### config.mk
export PLATFORM = sky130hd
export DESIGN_NAME = grl_glyph_ram_loader
export DESIGN_NICKNAME = d
export VERILOG_FILES = /design/src/shared/grl_pkg.sv /design/src/rtl/grl_blink_div.sv /design/src/rtl/grl_glyph_ram_loader.sv
export SDC_FILE = /design/constraint.sdc
export NUM_CORES = 1
export LEC_CHECK = 0
export BUFFER_PORTS_ARGS = -buffer_cell sky130_fd_sc_hd__buf_4
export CAP_MARGIN = 20
export CORE_ASPECT_RATIO = 0.9
export CORE_MARGIN = 4
export CORE_UTILIZATION = 25
export DETAILED_ROUTE_END_ITERATION = 10
export GPL_ROUTABILITY_DRIVEN = 0
export GPL_TIMING_DRIVEN = 0
export PLACE_DENSITY = 0.36
export SLEW_MARGIN = 20
export SYNTH_ARGS = -nofsm -noshare
export SYNTH_HDL_FRONTEND = slang
export SYNTH_SLANG_ARGS = --single-unit
### constraint.sdc
create_clock -name core_clk -period 2.8 [get_ports core_clk]
set_input_delay 0.42 -clock core_clk [delete_from_list [all_inputs] [get_ports core_clk]]
set_output_delay 0.42 -clock core_clk [all_outputs]
set_load 0.02 [all_outputs]
### src/shared/grl_pkg.sv
// Constants shared by the glyph RAM loader and scan-limit register bank.
// Assumes a decoded register write strobe arriving from the serial front end.
//
// Overview of operation
// - A write with a pointer value such as 0x8A to register 0x05 loads the glyph pointer.
// - Each later data write to register 0x05 stores a 7-bit column (pointer below 120) and advances the pointer.
// - Five data writes from 0x8A fill 0x0A to 0x0E and leave the pointer at 0x0F (read back as 0x8F).
// - Scan-limit bit clear drives only digits 0 and 1, upper bits ignored.
// - Scan-limit bit set drives all four digits, upper bits ignored.
// - With a 4 MHz oscillator the blink divider offers 0.5 Hz or 1 Hz.
// - Digits 0 and 1 share one scan phase, digits 2 and 3 the next.
// - A single bit decides the scan limit.
package grl_pkg;
    localparam logic [7:0]  SCAN_LIMIT_SELECT_ADDR = 8'h03;
    localparam logic [7:0]  GLYPH_RAM_PORT_ADDR    = 8'h05;
    localparam int          DIGIT_COUNT_BIT_POS    = 0;
    localparam int          POINTER_FLAG_POS       = 7;
    localparam logic [6:0]  POINTER_RESET          = 7'h00;
    localparam logic [7:0]  SCAN_LIMIT_RESET       = 8'h00;
    localparam int          GLYPH_DEPTH            = 120;
    localparam int          OSC_HZ                 = 4000000;
    localparam int          SCAN_PHASE_CYCLES      = 2000;
    // Half periods of the two blink rates, in oscillator cycles.
    localparam int          BLINK_FAST_HALF        = OSC_HZ / 2;
    localparam int          BLINK_SLOW_HALF        = OSC_HZ;
endpackage : grl_pkg
### src/rtl/grl_blink_div.sv
// Blink divider: toggles a phase output at 1 Hz or 0.5 Hz.
// Assumes core_clk is the 4 MHz oscillator domain clock.
`timescale 1ns/100ps
`default_nettype none
module grl_blink_div #(
    parameter int FAST_HALF = grl_pkg::BLINK_FAST_HALF, // Half period at 1 Hz.
    parameter int SLOW_HALF = grl_pkg::BLINK_SLOW_HALF  // Half period at 0.5 Hz.
) (
    input  wire logic core_clk,  // Oscillator clock.
    input  wire logic rst_n,     // Asynchronous reset, active low.
    input  wire logic slowRate,  // High selects 0.5 Hz.
    output var  logic blinkPhase // Blink phase level.
);
    logic [31:0] count;
    wire  [31:0] halfLimit = slowRate ? 32'(SLOW_HALF - 1) : 32'(FAST_HALF - 1);
    wire         wrapNow   = (count >= halfLimit);

    always_ff @(posedge core_clk or negedge rst_n) begin
        if (!rst_n) begin
            count      <= 32'h0;
            blinkPhase <= 1'b1;
        end else if (wrapNow) begin
            count      <= 32'h0;
            blinkPhase <= ~blinkPhase;
        end else begin
            count <= count + 32'h1;
        end
    end
endmodule : grl_blink_div
`default_nettype wire

### src/rtl/grl_glyph_ram_loader.sv
// Register bank for glyph RAM loading, scan limit and digit multiplexing.
// Holds the auto-incrementing glyph pointer, the column store, the scan-limit register,
// the paired digit multiplexer and the blink divider instance.
// Assumes wrEn/rdEn are one-cycle strobes from the serial front end.
// Assumes the font engine reads columns through glyphRdIdx in the same clock domain.
`timescale 1ns/100ps
`default_nettype none
module grl_glyph_ram_loader #(
    parameter int DEPTH       = grl_pkg::GLYPH_DEPTH,       // Glyph RAM locations.
    parameter int PHASE_TICKS = grl_pkg::SCAN_PHASE_CYCLES, // Cycles per scan phase.
    parameter int FAST_HALF   = grl_pkg::BLINK_FAST_HALF,   // 1 Hz half period.
    parameter int SLOW_HALF   = grl_pkg::BLINK_SLOW_HALF    // 0.5 Hz half period.
) (
    input  wire logic       core_clk,   // Oscillator clock, 4 MHz.
    input  wire logic       rst_n,      // Asynchronous reset, active low.
    input  wire logic       wrEn,       // Register write strobe.
    input  wire logic       rdEn,       // Register read strobe.
    input  wire logic [7:0] regAddr,    // Register address.
    input  wire logic [7:0] wrData,     // Write data.
    input  wire logic       blinkSlow,  // High selects 0.5 Hz blink.
    input  wire logic [6:0] glyphRdIdx, // Font engine read index.
    output var  logic [7:0] rdData,     // Registered read data.
    output var  logic [6:0] glyphRdCol, // Registered column at glyphRdIdx.
    output var  logic [6:0] glyphPtr,   // Current glyph pointer.
    output var  logic       digitCountBit, // Scan-limit bit.
    output var  logic [1:0] digitEnable, // Active digit pair, one-hot per pair.
    output var  logic       scanPhase,  // Zero for digits 0/1, one for 2/3.
    output var  logic       blinkPhase  // Blink phase level.
);
    // Storage and state.
    logic [6:0] glyphMem [DEPTH];
    logic [7:0] scanLimitSelect;
    logic [31:0] phaseCount;

    // The pointer is kept as seven bits; the flag bit of the port byte only marks a load
    // and is never stored, so a readback shows it set again.
    // Locations at or above DEPTH do not exist: a data write there still moves the
    // pointer but stores nothing, rather than folding the write onto a lower location.
    // A limitation to keep in mind: the pointer wraps within seven bits, so a burst that
    // runs past the top address carries on from location zero.
    // The whole scan-limit byte is kept so that the host reads back what it wrote, even
    // though only the lowest bit steers the multiplexer.
    // Every register has an asynchronous reset, so the glyph store starts blank and the
    // multiplexer starts on the low digit pair.

    // Register decode.
    wire glyphHit  = wrEn && (regAddr == grl_pkg::GLYPH_RAM_PORT_ADDR);
    wire scanHit   = wrEn && (regAddr == grl_pkg::SCAN_LIMIT_SELECT_ADDR);
    wire ptrLoad   = glyphHit && wrData[grl_pkg::POINTER_FLAG_POS];
    wire dataWrite = glyphHit && !wrData[grl_pkg::POINTER_FLAG_POS];
    wire ptrValid  = (32'(glyphPtr) < 32'(DEPTH));
    wire [6:0] next_glyphPtr = ptrLoad ? wrData[6:0] :
                               dataWrite ? glyphPtr + 7'h1 : glyphPtr;
    wire fourDigits = scanLimitSelect[grl_pkg::DIGIT_COUNT_BIT_POS];
    wire phaseWrap  = (phaseCount >= 32'(PHASE_TICKS - 1));
    wire [7:0] next_rdData =
        (regAddr == grl_pkg::SCAN_LIMIT_SELECT_ADDR) ? scanLimitSelect :
        (regAddr == grl_pkg::GLYPH_RAM_PORT_ADDR)    ? {1'b1, glyphPtr} : 8'h00;

    // Font engine lookup; an index past the last location reads as blank columns.
    wire       rdIdxValid      = (32'(glyphRdIdx) < 32'(DEPTH));
    wire [6:0] next_glyphRdCol = rdIdxValid ? glyphMem[glyphRdIdx] : 7'h00;

    // four digits alternate
    // The low pair is forced at once rather than at the end of the phase, so a host
    // that narrows the scan never sees the upper pair lit for the rest of a phase.
    // Widening the scan waits for the next phase boundary, which keeps phases whole.
    wire next_scanPhase = !fourDigits ? 1'b0 :
                          phaseWrap   ? ~scanPhase : scanPhase;

    // pointer load and advance after data
    always_ff @(posedge core_clk or negedge rst_n) begin
        if (!rst_n) begin
            glyphPtr <= grl_pkg::POINTER_RESET;
        end else begin
            glyphPtr <= next_glyphPtr;
        end
    end

    genvar gi;
    generate
        for (gi = 0; gi < DEPTH; gi++) begin : g_mem
            always_ff @(posedge core_clk or negedge rst_n) begin
                if (!rst_n) begin
                    glyphMem[gi] <= 7'h00;
                end else if (dataWrite && ptrValid && (32'(glyphPtr) == gi)) begin
                    glyphMem[gi] <= wrData[6:0];
                end
            end
        end
    endgenerate

    // Scan-limit register keeps all bits for readback; only bit zero steers.
    always_ff @(posedge core_clk or negedge rst_n) begin
        if (!rst_n) begin
            scanLimitSelect <= grl_pkg::SCAN_LIMIT_RESET;
        end else if (scanHit) begin
            scanLimitSelect <= wrData;
        end
    end

    // Read data and font engine column are registered.
    always_ff @(posedge core_clk or negedge rst_n) begin
        if (!rst_n) begin
            rdData     <= 8'h00;
            glyphRdCol <= 7'h00;
        end else begin
            if (rdEn) begin
                rdData <= next_rdData;
            end
            glyphRdCol <= next_glyphRdCol;
        end
    end

    // paired scan phases
    // The counter runs in both modes, so a phase lasts the same time whatever the limit,
    // and a later switch to four digits moves to the upper pair at the next wrap of the running count.
    always_ff @(posedge core_clk or negedge rst_n) begin
        if (!rst_n) begin
            phaseCount <= 32'h0;
            scanPhase  <= 1'b0;
        end else begin
            phaseCount <= phaseWrap ? 32'h0 : phaseCount + 32'h1;
            scanPhase  <= next_scanPhase;
        end
    end

    assign digitCountBit = fourDigits;
    assign digitEnable   = scanPhase ? 2'b10 : 2'b01;

    // Blink divider; it runs from reset on its own and does not depend on the scan limit.
    // The rate select is passed straight through, so a change takes effect mid-period.
    grl_blink_div #(
        .FAST_HALF (FAST_HALF),
        .SLOW_HALF (SLOW_HALF)
    ) u_blink (
        .core_clk   (core_clk),
        .rst_n      (rst_n),
        .slowRate   (blinkSlow),
        .blinkPhase (blinkPhase)
    );

    // Pointer handling: loads, advances, and writes elsewhere that must leave it alone.
    // pointer load check
    a_ptr_load: assert property (@(posedge core_clk) disable iff (!rst_n)
        ptrLoad |=> glyphPtr == $past(wrData[6:0])) else $error("pointer not loaded");
    a_ptr_advance: assert property (@(posedge core_clk) disable iff (!rst_n)
        dataWrite |=> glyphPtr == $past(glyphPtr) + 7'h1) else $error("pointer not advanced");
    a_ptr_hold: assert property (@(posedge core_clk) disable iff (!rst_n)
        !glyphHit |=> $stable(glyphPtr)) else $error("pointer moved without write");
    a_other_addr: assert property (@(posedge core_clk) disable iff (!rst_n)
        (wrEn && !glyphHit && !scanHit) |=> $stable(glyphPtr) && $stable(scanLimitSelect))
        else $error("write to another address took effect");

    // Column storage, the pointer-load path and the font engine lookup.
    // column store check
    a_col_store: assert property (@(posedge core_clk) disable iff (!rst_n)
        (dataWrite && ptrValid) |=> glyphMem[$past(glyphPtr)] == $past(wrData[6:0]))
        else $error("column not stored");
    a_data_flag: assert property (@(posedge core_clk) disable iff (!rst_n)
        (wrEn && regAddr == grl_pkg::GLYPH_RAM_PORT_ADDR && wrData[7] && ptrValid)
        |=> glyphMem[$past(glyphPtr)] == $past(glyphMem[glyphPtr]))
        else $error("pointer write stored as data");
    a_col_lookup: assert property (@(posedge core_clk) disable iff (!rst_n)
        rdIdxValid |=> glyphRdCol == $past(glyphMem[glyphRdIdx]))
        else $error("font engine column wrong");
    a_col_blank: assert property (@(posedge core_clk) disable iff (!rst_n)
        !rdIdxValid |=> glyphRdCol == 7'h00) else $error("missing location not blank");

    // Readback: the scan register keeps every bit and the port shows the pointer.
    // scan register readback
    a_scan_readback: assert property (@(posedge core_clk) disable iff (!rst_n)
        (rdEn && regAddr == grl_pkg::SCAN_LIMIT_SELECT_ADDR)
        |=> rdData == $past(scanLimitSelect)) else $error("scan register readback wrong");
    a_port_readback: assert property (@(posedge core_clk) disable iff (!rst_n)
        (rdEn && regAddr == grl_pkg::GLYPH_RAM_PORT_ADDR)
        |=> rdData == {1'b1, $past(glyphPtr)}) else $error("pointer readback wrong");
    a_read_hold: assert property (@(posedge core_clk) disable iff (!rst_n)
        !rdEn |=> $stable(rdData)) else $error("read data moved without a read");

    // Scan multiplexer: pair order, phase length and the single steering bit.
    // low pair only
    a_two_digit: assert property (@(posedge core_clk) disable iff (!rst_n)
        !fourDigits |=> !scanPhase) else $error("upper pair driven in two-digit mode");
    a_four_digit: assert property (@(posedge core_clk) disable iff (!rst_n)
        (fourDigits && phaseWrap) |=> scanPhase != $past(scanPhase))
        else $error("phase did not alternate");
    a_pair_onehot: assert property (@(posedge core_clk) disable iff (!rst_n)
        $onehot(digitEnable) && digitEnable[1] == scanPhase) else $error("pair select wrong");
    a_pair_hold: assert property (@(posedge core_clk) disable iff (!rst_n)
        (fourDigits && !phaseWrap) |=> $stable(digitEnable))
        else $error("pair changed within a phase");
    a_phase_range: assert property (@(posedge core_clk) disable iff (!rst_n)
        phaseCount < 32'(PHASE_TICKS)) else $error("phase counter out of range");
    a_bit_decides: assert property (@(posedge core_clk) disable iff (!rst_n)
        scanHit |=> digitCountBit == $past(wrData[0])) else $error("scan bit mismatch");

    // Cover the load, a data burst, both scan modes and a pointer readback.
    c_ptr_load:  cover property (@(posedge core_clk) ptrLoad);
    c_data_pair: cover property (@(posedge core_clk) dataWrite ##1 dataWrite);
    c_four_mode: cover property (@(posedge core_clk) fourDigits && phaseWrap);
    c_two_mode:  cover property (@(posedge core_clk) !fourDigits && phaseWrap);
    c_port_read: cover property (@(posedge core_clk)
        rdEn && regAddr == grl_pkg::GLYPH_RAM_PORT_ADDR);
endmodule : grl_glyph_ram_loader
`default_nettype wire

==> impl_metrics.env <==
export IMPL_status="finished, violations left"
export IMPL_violations="negative hold slack, negative setup slack"
export IMPL_seq_area_frac_synth=0.5459
export IMPL_ys_types=69
export IMPL_p_sw_uw=7787
export IMPL_clock_latency_ns=0.76
export IMPL_maxUsedRoutingLayer="met4"
export IMPL_globalRoute_totalOverflow=0
export IMPL_synth_cells=2854
export IMPL_initial_core_util=0.2527
export IMPL_setup_ws_ns=-0.07719
export IMPL_worstPathArrival_ns=3.37
export IMPL_hold_class="in -> async"
export IMPL_grt_max_degree=141
export IMPL_ios=55
export IMPL_worstReg2RegEnd="glyphMem[421]"
export IMPL_cts_inserted_buffers=109
export IMPL_syn_area_um2=42910
export IMPL_path_class="in -> reg"
export IMPL_hpwl_um=126600
export IMPL_layout_min_cycle_time_ns=2.877
export IMPL_fin_crit_sh=1.028
export IMPL_antenna_found_initial=16
export IMPL_yosys_warnings=0
export IMPL_crit_start="glyphRdIdx[1]"
export IMPL_dr_pass1_iters=5
export IMPL_end_kind="register"
export IMPL_crit_required_ns=3.29
export IMPL_wl_per_cell_um=33.31
export IMPL_drt_initial_drc_count=2082
export IMPL_cp_max_fo=10
export IMPL_cap_viol_max_count=0
export IMPL_setup_viol=4
export IMPL_final_util=0.3057
export IMPL_layout_nets=3136
export IMPL_wl_met1_um=83790
export IMPL_cts_sinks=936
export IMPL_seq_power_share=0.444
export IMPL_path_clk_slew_ns=0.06
export IMPL_core_area_um2=169800
export IMPL_clkPwrFrac=0.492
export IMPL_ctsHoldBuffers=1
export IMPL_io_buffers=41
export IMPL_hold_ws_ns=-0.3120
export IMPL_worstReg2RegStart="glyphPtr[0]"
export IMPL_drive_gt1_frac=0.4824
export IMPL_syn_avg_cell_area_um2=15.03
export IMPL_synth_edf_count=0
export IMPL_r2r_cells=5
export IMPL_via_count=27250
export IMPL_grtUsageTotal=0.2021
export IMPL_power_leakage_uw=0.02382
export IMPL_synthFlopType="dfrtp_1"
export IMPL_rrSetupSlack_ns=0.02
export IMPL_pre_cts_ws_ns=-2.024
export IMPL_syn_to_final_growth_pct=20.96
export IMPL_tns_ns=-0.1519
export IMPL_dieArea_um2=178300
export IMPL_hold_violations=126
export IMPL_grt_pass1_vias=28740
export IMPL_synth_seq_cells=936
export IMPL_p_int_uw=22870
export IMPL_clock_fmax_mhz=347.6
export IMPL_crit_path_start_kind="input pin"
export IMPL_root_buffer="clkbuf_16"
export IMPL_wl_met2_um=80730
export IMPL_drc=0
export IMPL_viasPerCell=5.005
export IMPL_mostFrequentLayoutCells="dfrtp_1 (934), mux2_2 (794), mux4_2 (203), clkbuf_1 (113), clkbuf_16 (110)"
export IMPL_fin_skew_ns=0.03664
export IMPL_fp_dieH_um=401.0
export IMPL_ant_nets=0
export IMPL_final_common_cell="dfrtp_1"
export IMPL_ys_async_sr_fraction=1.000
export IMPL_die_width_um=444.7
export IMPL_clock_path_buffers=3
export IMPL_wirelength_um=181300
export IMPL_cellPowerDensity_nw_per_um2=590.8
export IMPL_slew_viol_final=0
export IMPL_rows=143
export IMPL_worstMarginPinSlew_ns=1.243
export IMPL_endpoint="glyphRdCol[1]"
export IMPL_swShare=0.2540
export IMPL_power_frac_comb=0.064
export IMPL_cts_tree="done"
export IMPL_htree_levels=3
export IMPL_wl_met3_um=10370
export IMPL_slew_headroom=0.1714
export IMPL_peakVddDrop_uv=496.3
export IMPL_grt_pass1_wl_um=250000
==> cell type report <==
cell class	instances	area (um^2)
multi-input combinational	1735	19170
antenna	10	25.02
buffer	201	1262
timing repair buffer	102	1375
inverter	10	37.54
tap	2247	2811
clock buffer	155	3232
clock inverter	49	556.8
fill	16730	117900
sequential	936	23430
==> cell families (layout without fill, tap and decap cells) <==
family / count (synthesis) / in the layout / synth area share
AOI/OAI and AO/OA: 154 / 154 / 0.02409
DFF: 936 / 936 / 0.5459
and+or+nand+nor: 379 / 379 / 0.04852
xor gates and xnor gates: 31 / 31 / 0.006328
buffers and inverters: 212 / 517 / 0.02359
muxes: 1128 / 1128 / 0.3477
other: 1 / 40 / 0.00008740
adders and majority gates: 13 / 13 / 0.003791
==> metal layers <==
metal | global-route usage | vias to the layer above
met2 | 0.3100 | 825
met3 | 0.03834 | 245
met4 | 0.06172 | 0
met1 | 0.2890 | 15100
met5 | 0 | -
li1 | - | 11080
==> per-stage QoR <==
stage,std cells,hold slack [ns],area (um^2),power [uW]
after floorplan,2883,0.1244,43020,14500
after global placement,5171,0.4696,46130,15690
after detailed placement,5188,0.4755,46590,15780
after CTS,5416,-0.3250,51520,31090
after global routing,5435,-0.2882,51870,31720
final,5445,-0.3120,51900,30660
==> flip-flops by register name, indices dropped and copies added, names as in the netlist, 7 cells and up <==
register	count
glyphMem	840
phaseCount	32
rdData	8
glyphRdCol	7
glyphPtr	7
scanLimitSelect	8
u_blink.count	32
==> power by group through the flow <==
| stage | logic (uW) | registers [uW] | clock network, uW |
|---|---|---|---|
| after global placement | 1820 | 13900 | 0 |
| after global routing | 2060 | 13600 | 16100 |
| after floorplan | 626 | 13900 | 0 |
| after CTS | 1990 | 13600 | 15500 |
| final | 1970 | 13600 | 15100 |
| after detailed placement | 1920 | 13900 | 0 |
==> worst min-delay path by stage <==
| stage | depth (start not counted) | slack [ns] | end |
|---|---|---|---|
| after floorplan | 0 | 0.12 | glyphMem[0] |
| after detailed placement | 1 | 0.48 | glyphMem[471] |
| final | 1 | -0.31 | glyphMem[471] |
| after global placement | 1 | 0.47 | glyphMem[208] |
| after global routing | 1 | -0.29 | glyphMem[471] |
| after CTS | 1 | -0.33 | glyphMem[471] |
==> worst max-delay path: stages <==
cell and delay, ns:
buf_2 0.24, buf_8 0.30, buf_6 0.34, clkbuf_4 0.48, mux4_2 0.39, a22oi_1 0.30, nand2_1 0.14, a22oi_2 0.32
nand4_1 0.38
==> Yosys cell counts (all sizes together), types with 28 or more instances <==
cell	count	area, um^2
a21oi	28	140.1
a22oi	35	262.8
buf	73	490.5
clkbuf	129	484.2
dfrtp	935	23400
mux2	868	9774
mux2i	57	570.6
mux4	203	4572
nand2	72	280.3
nand3	49	290.3
nor2	159	862.1
o21ai	28	140.1
==> repair_timing <==
action,CTS,global route
endpoints found under the setup margin,660,314
endpoints found under the hold margin,128,126
buffers inserted,24,19
gates cloned,0,0
resized for setup,217,14
pin swaps,21,15
Note: power is estimated with default switching activity, not from simulation.
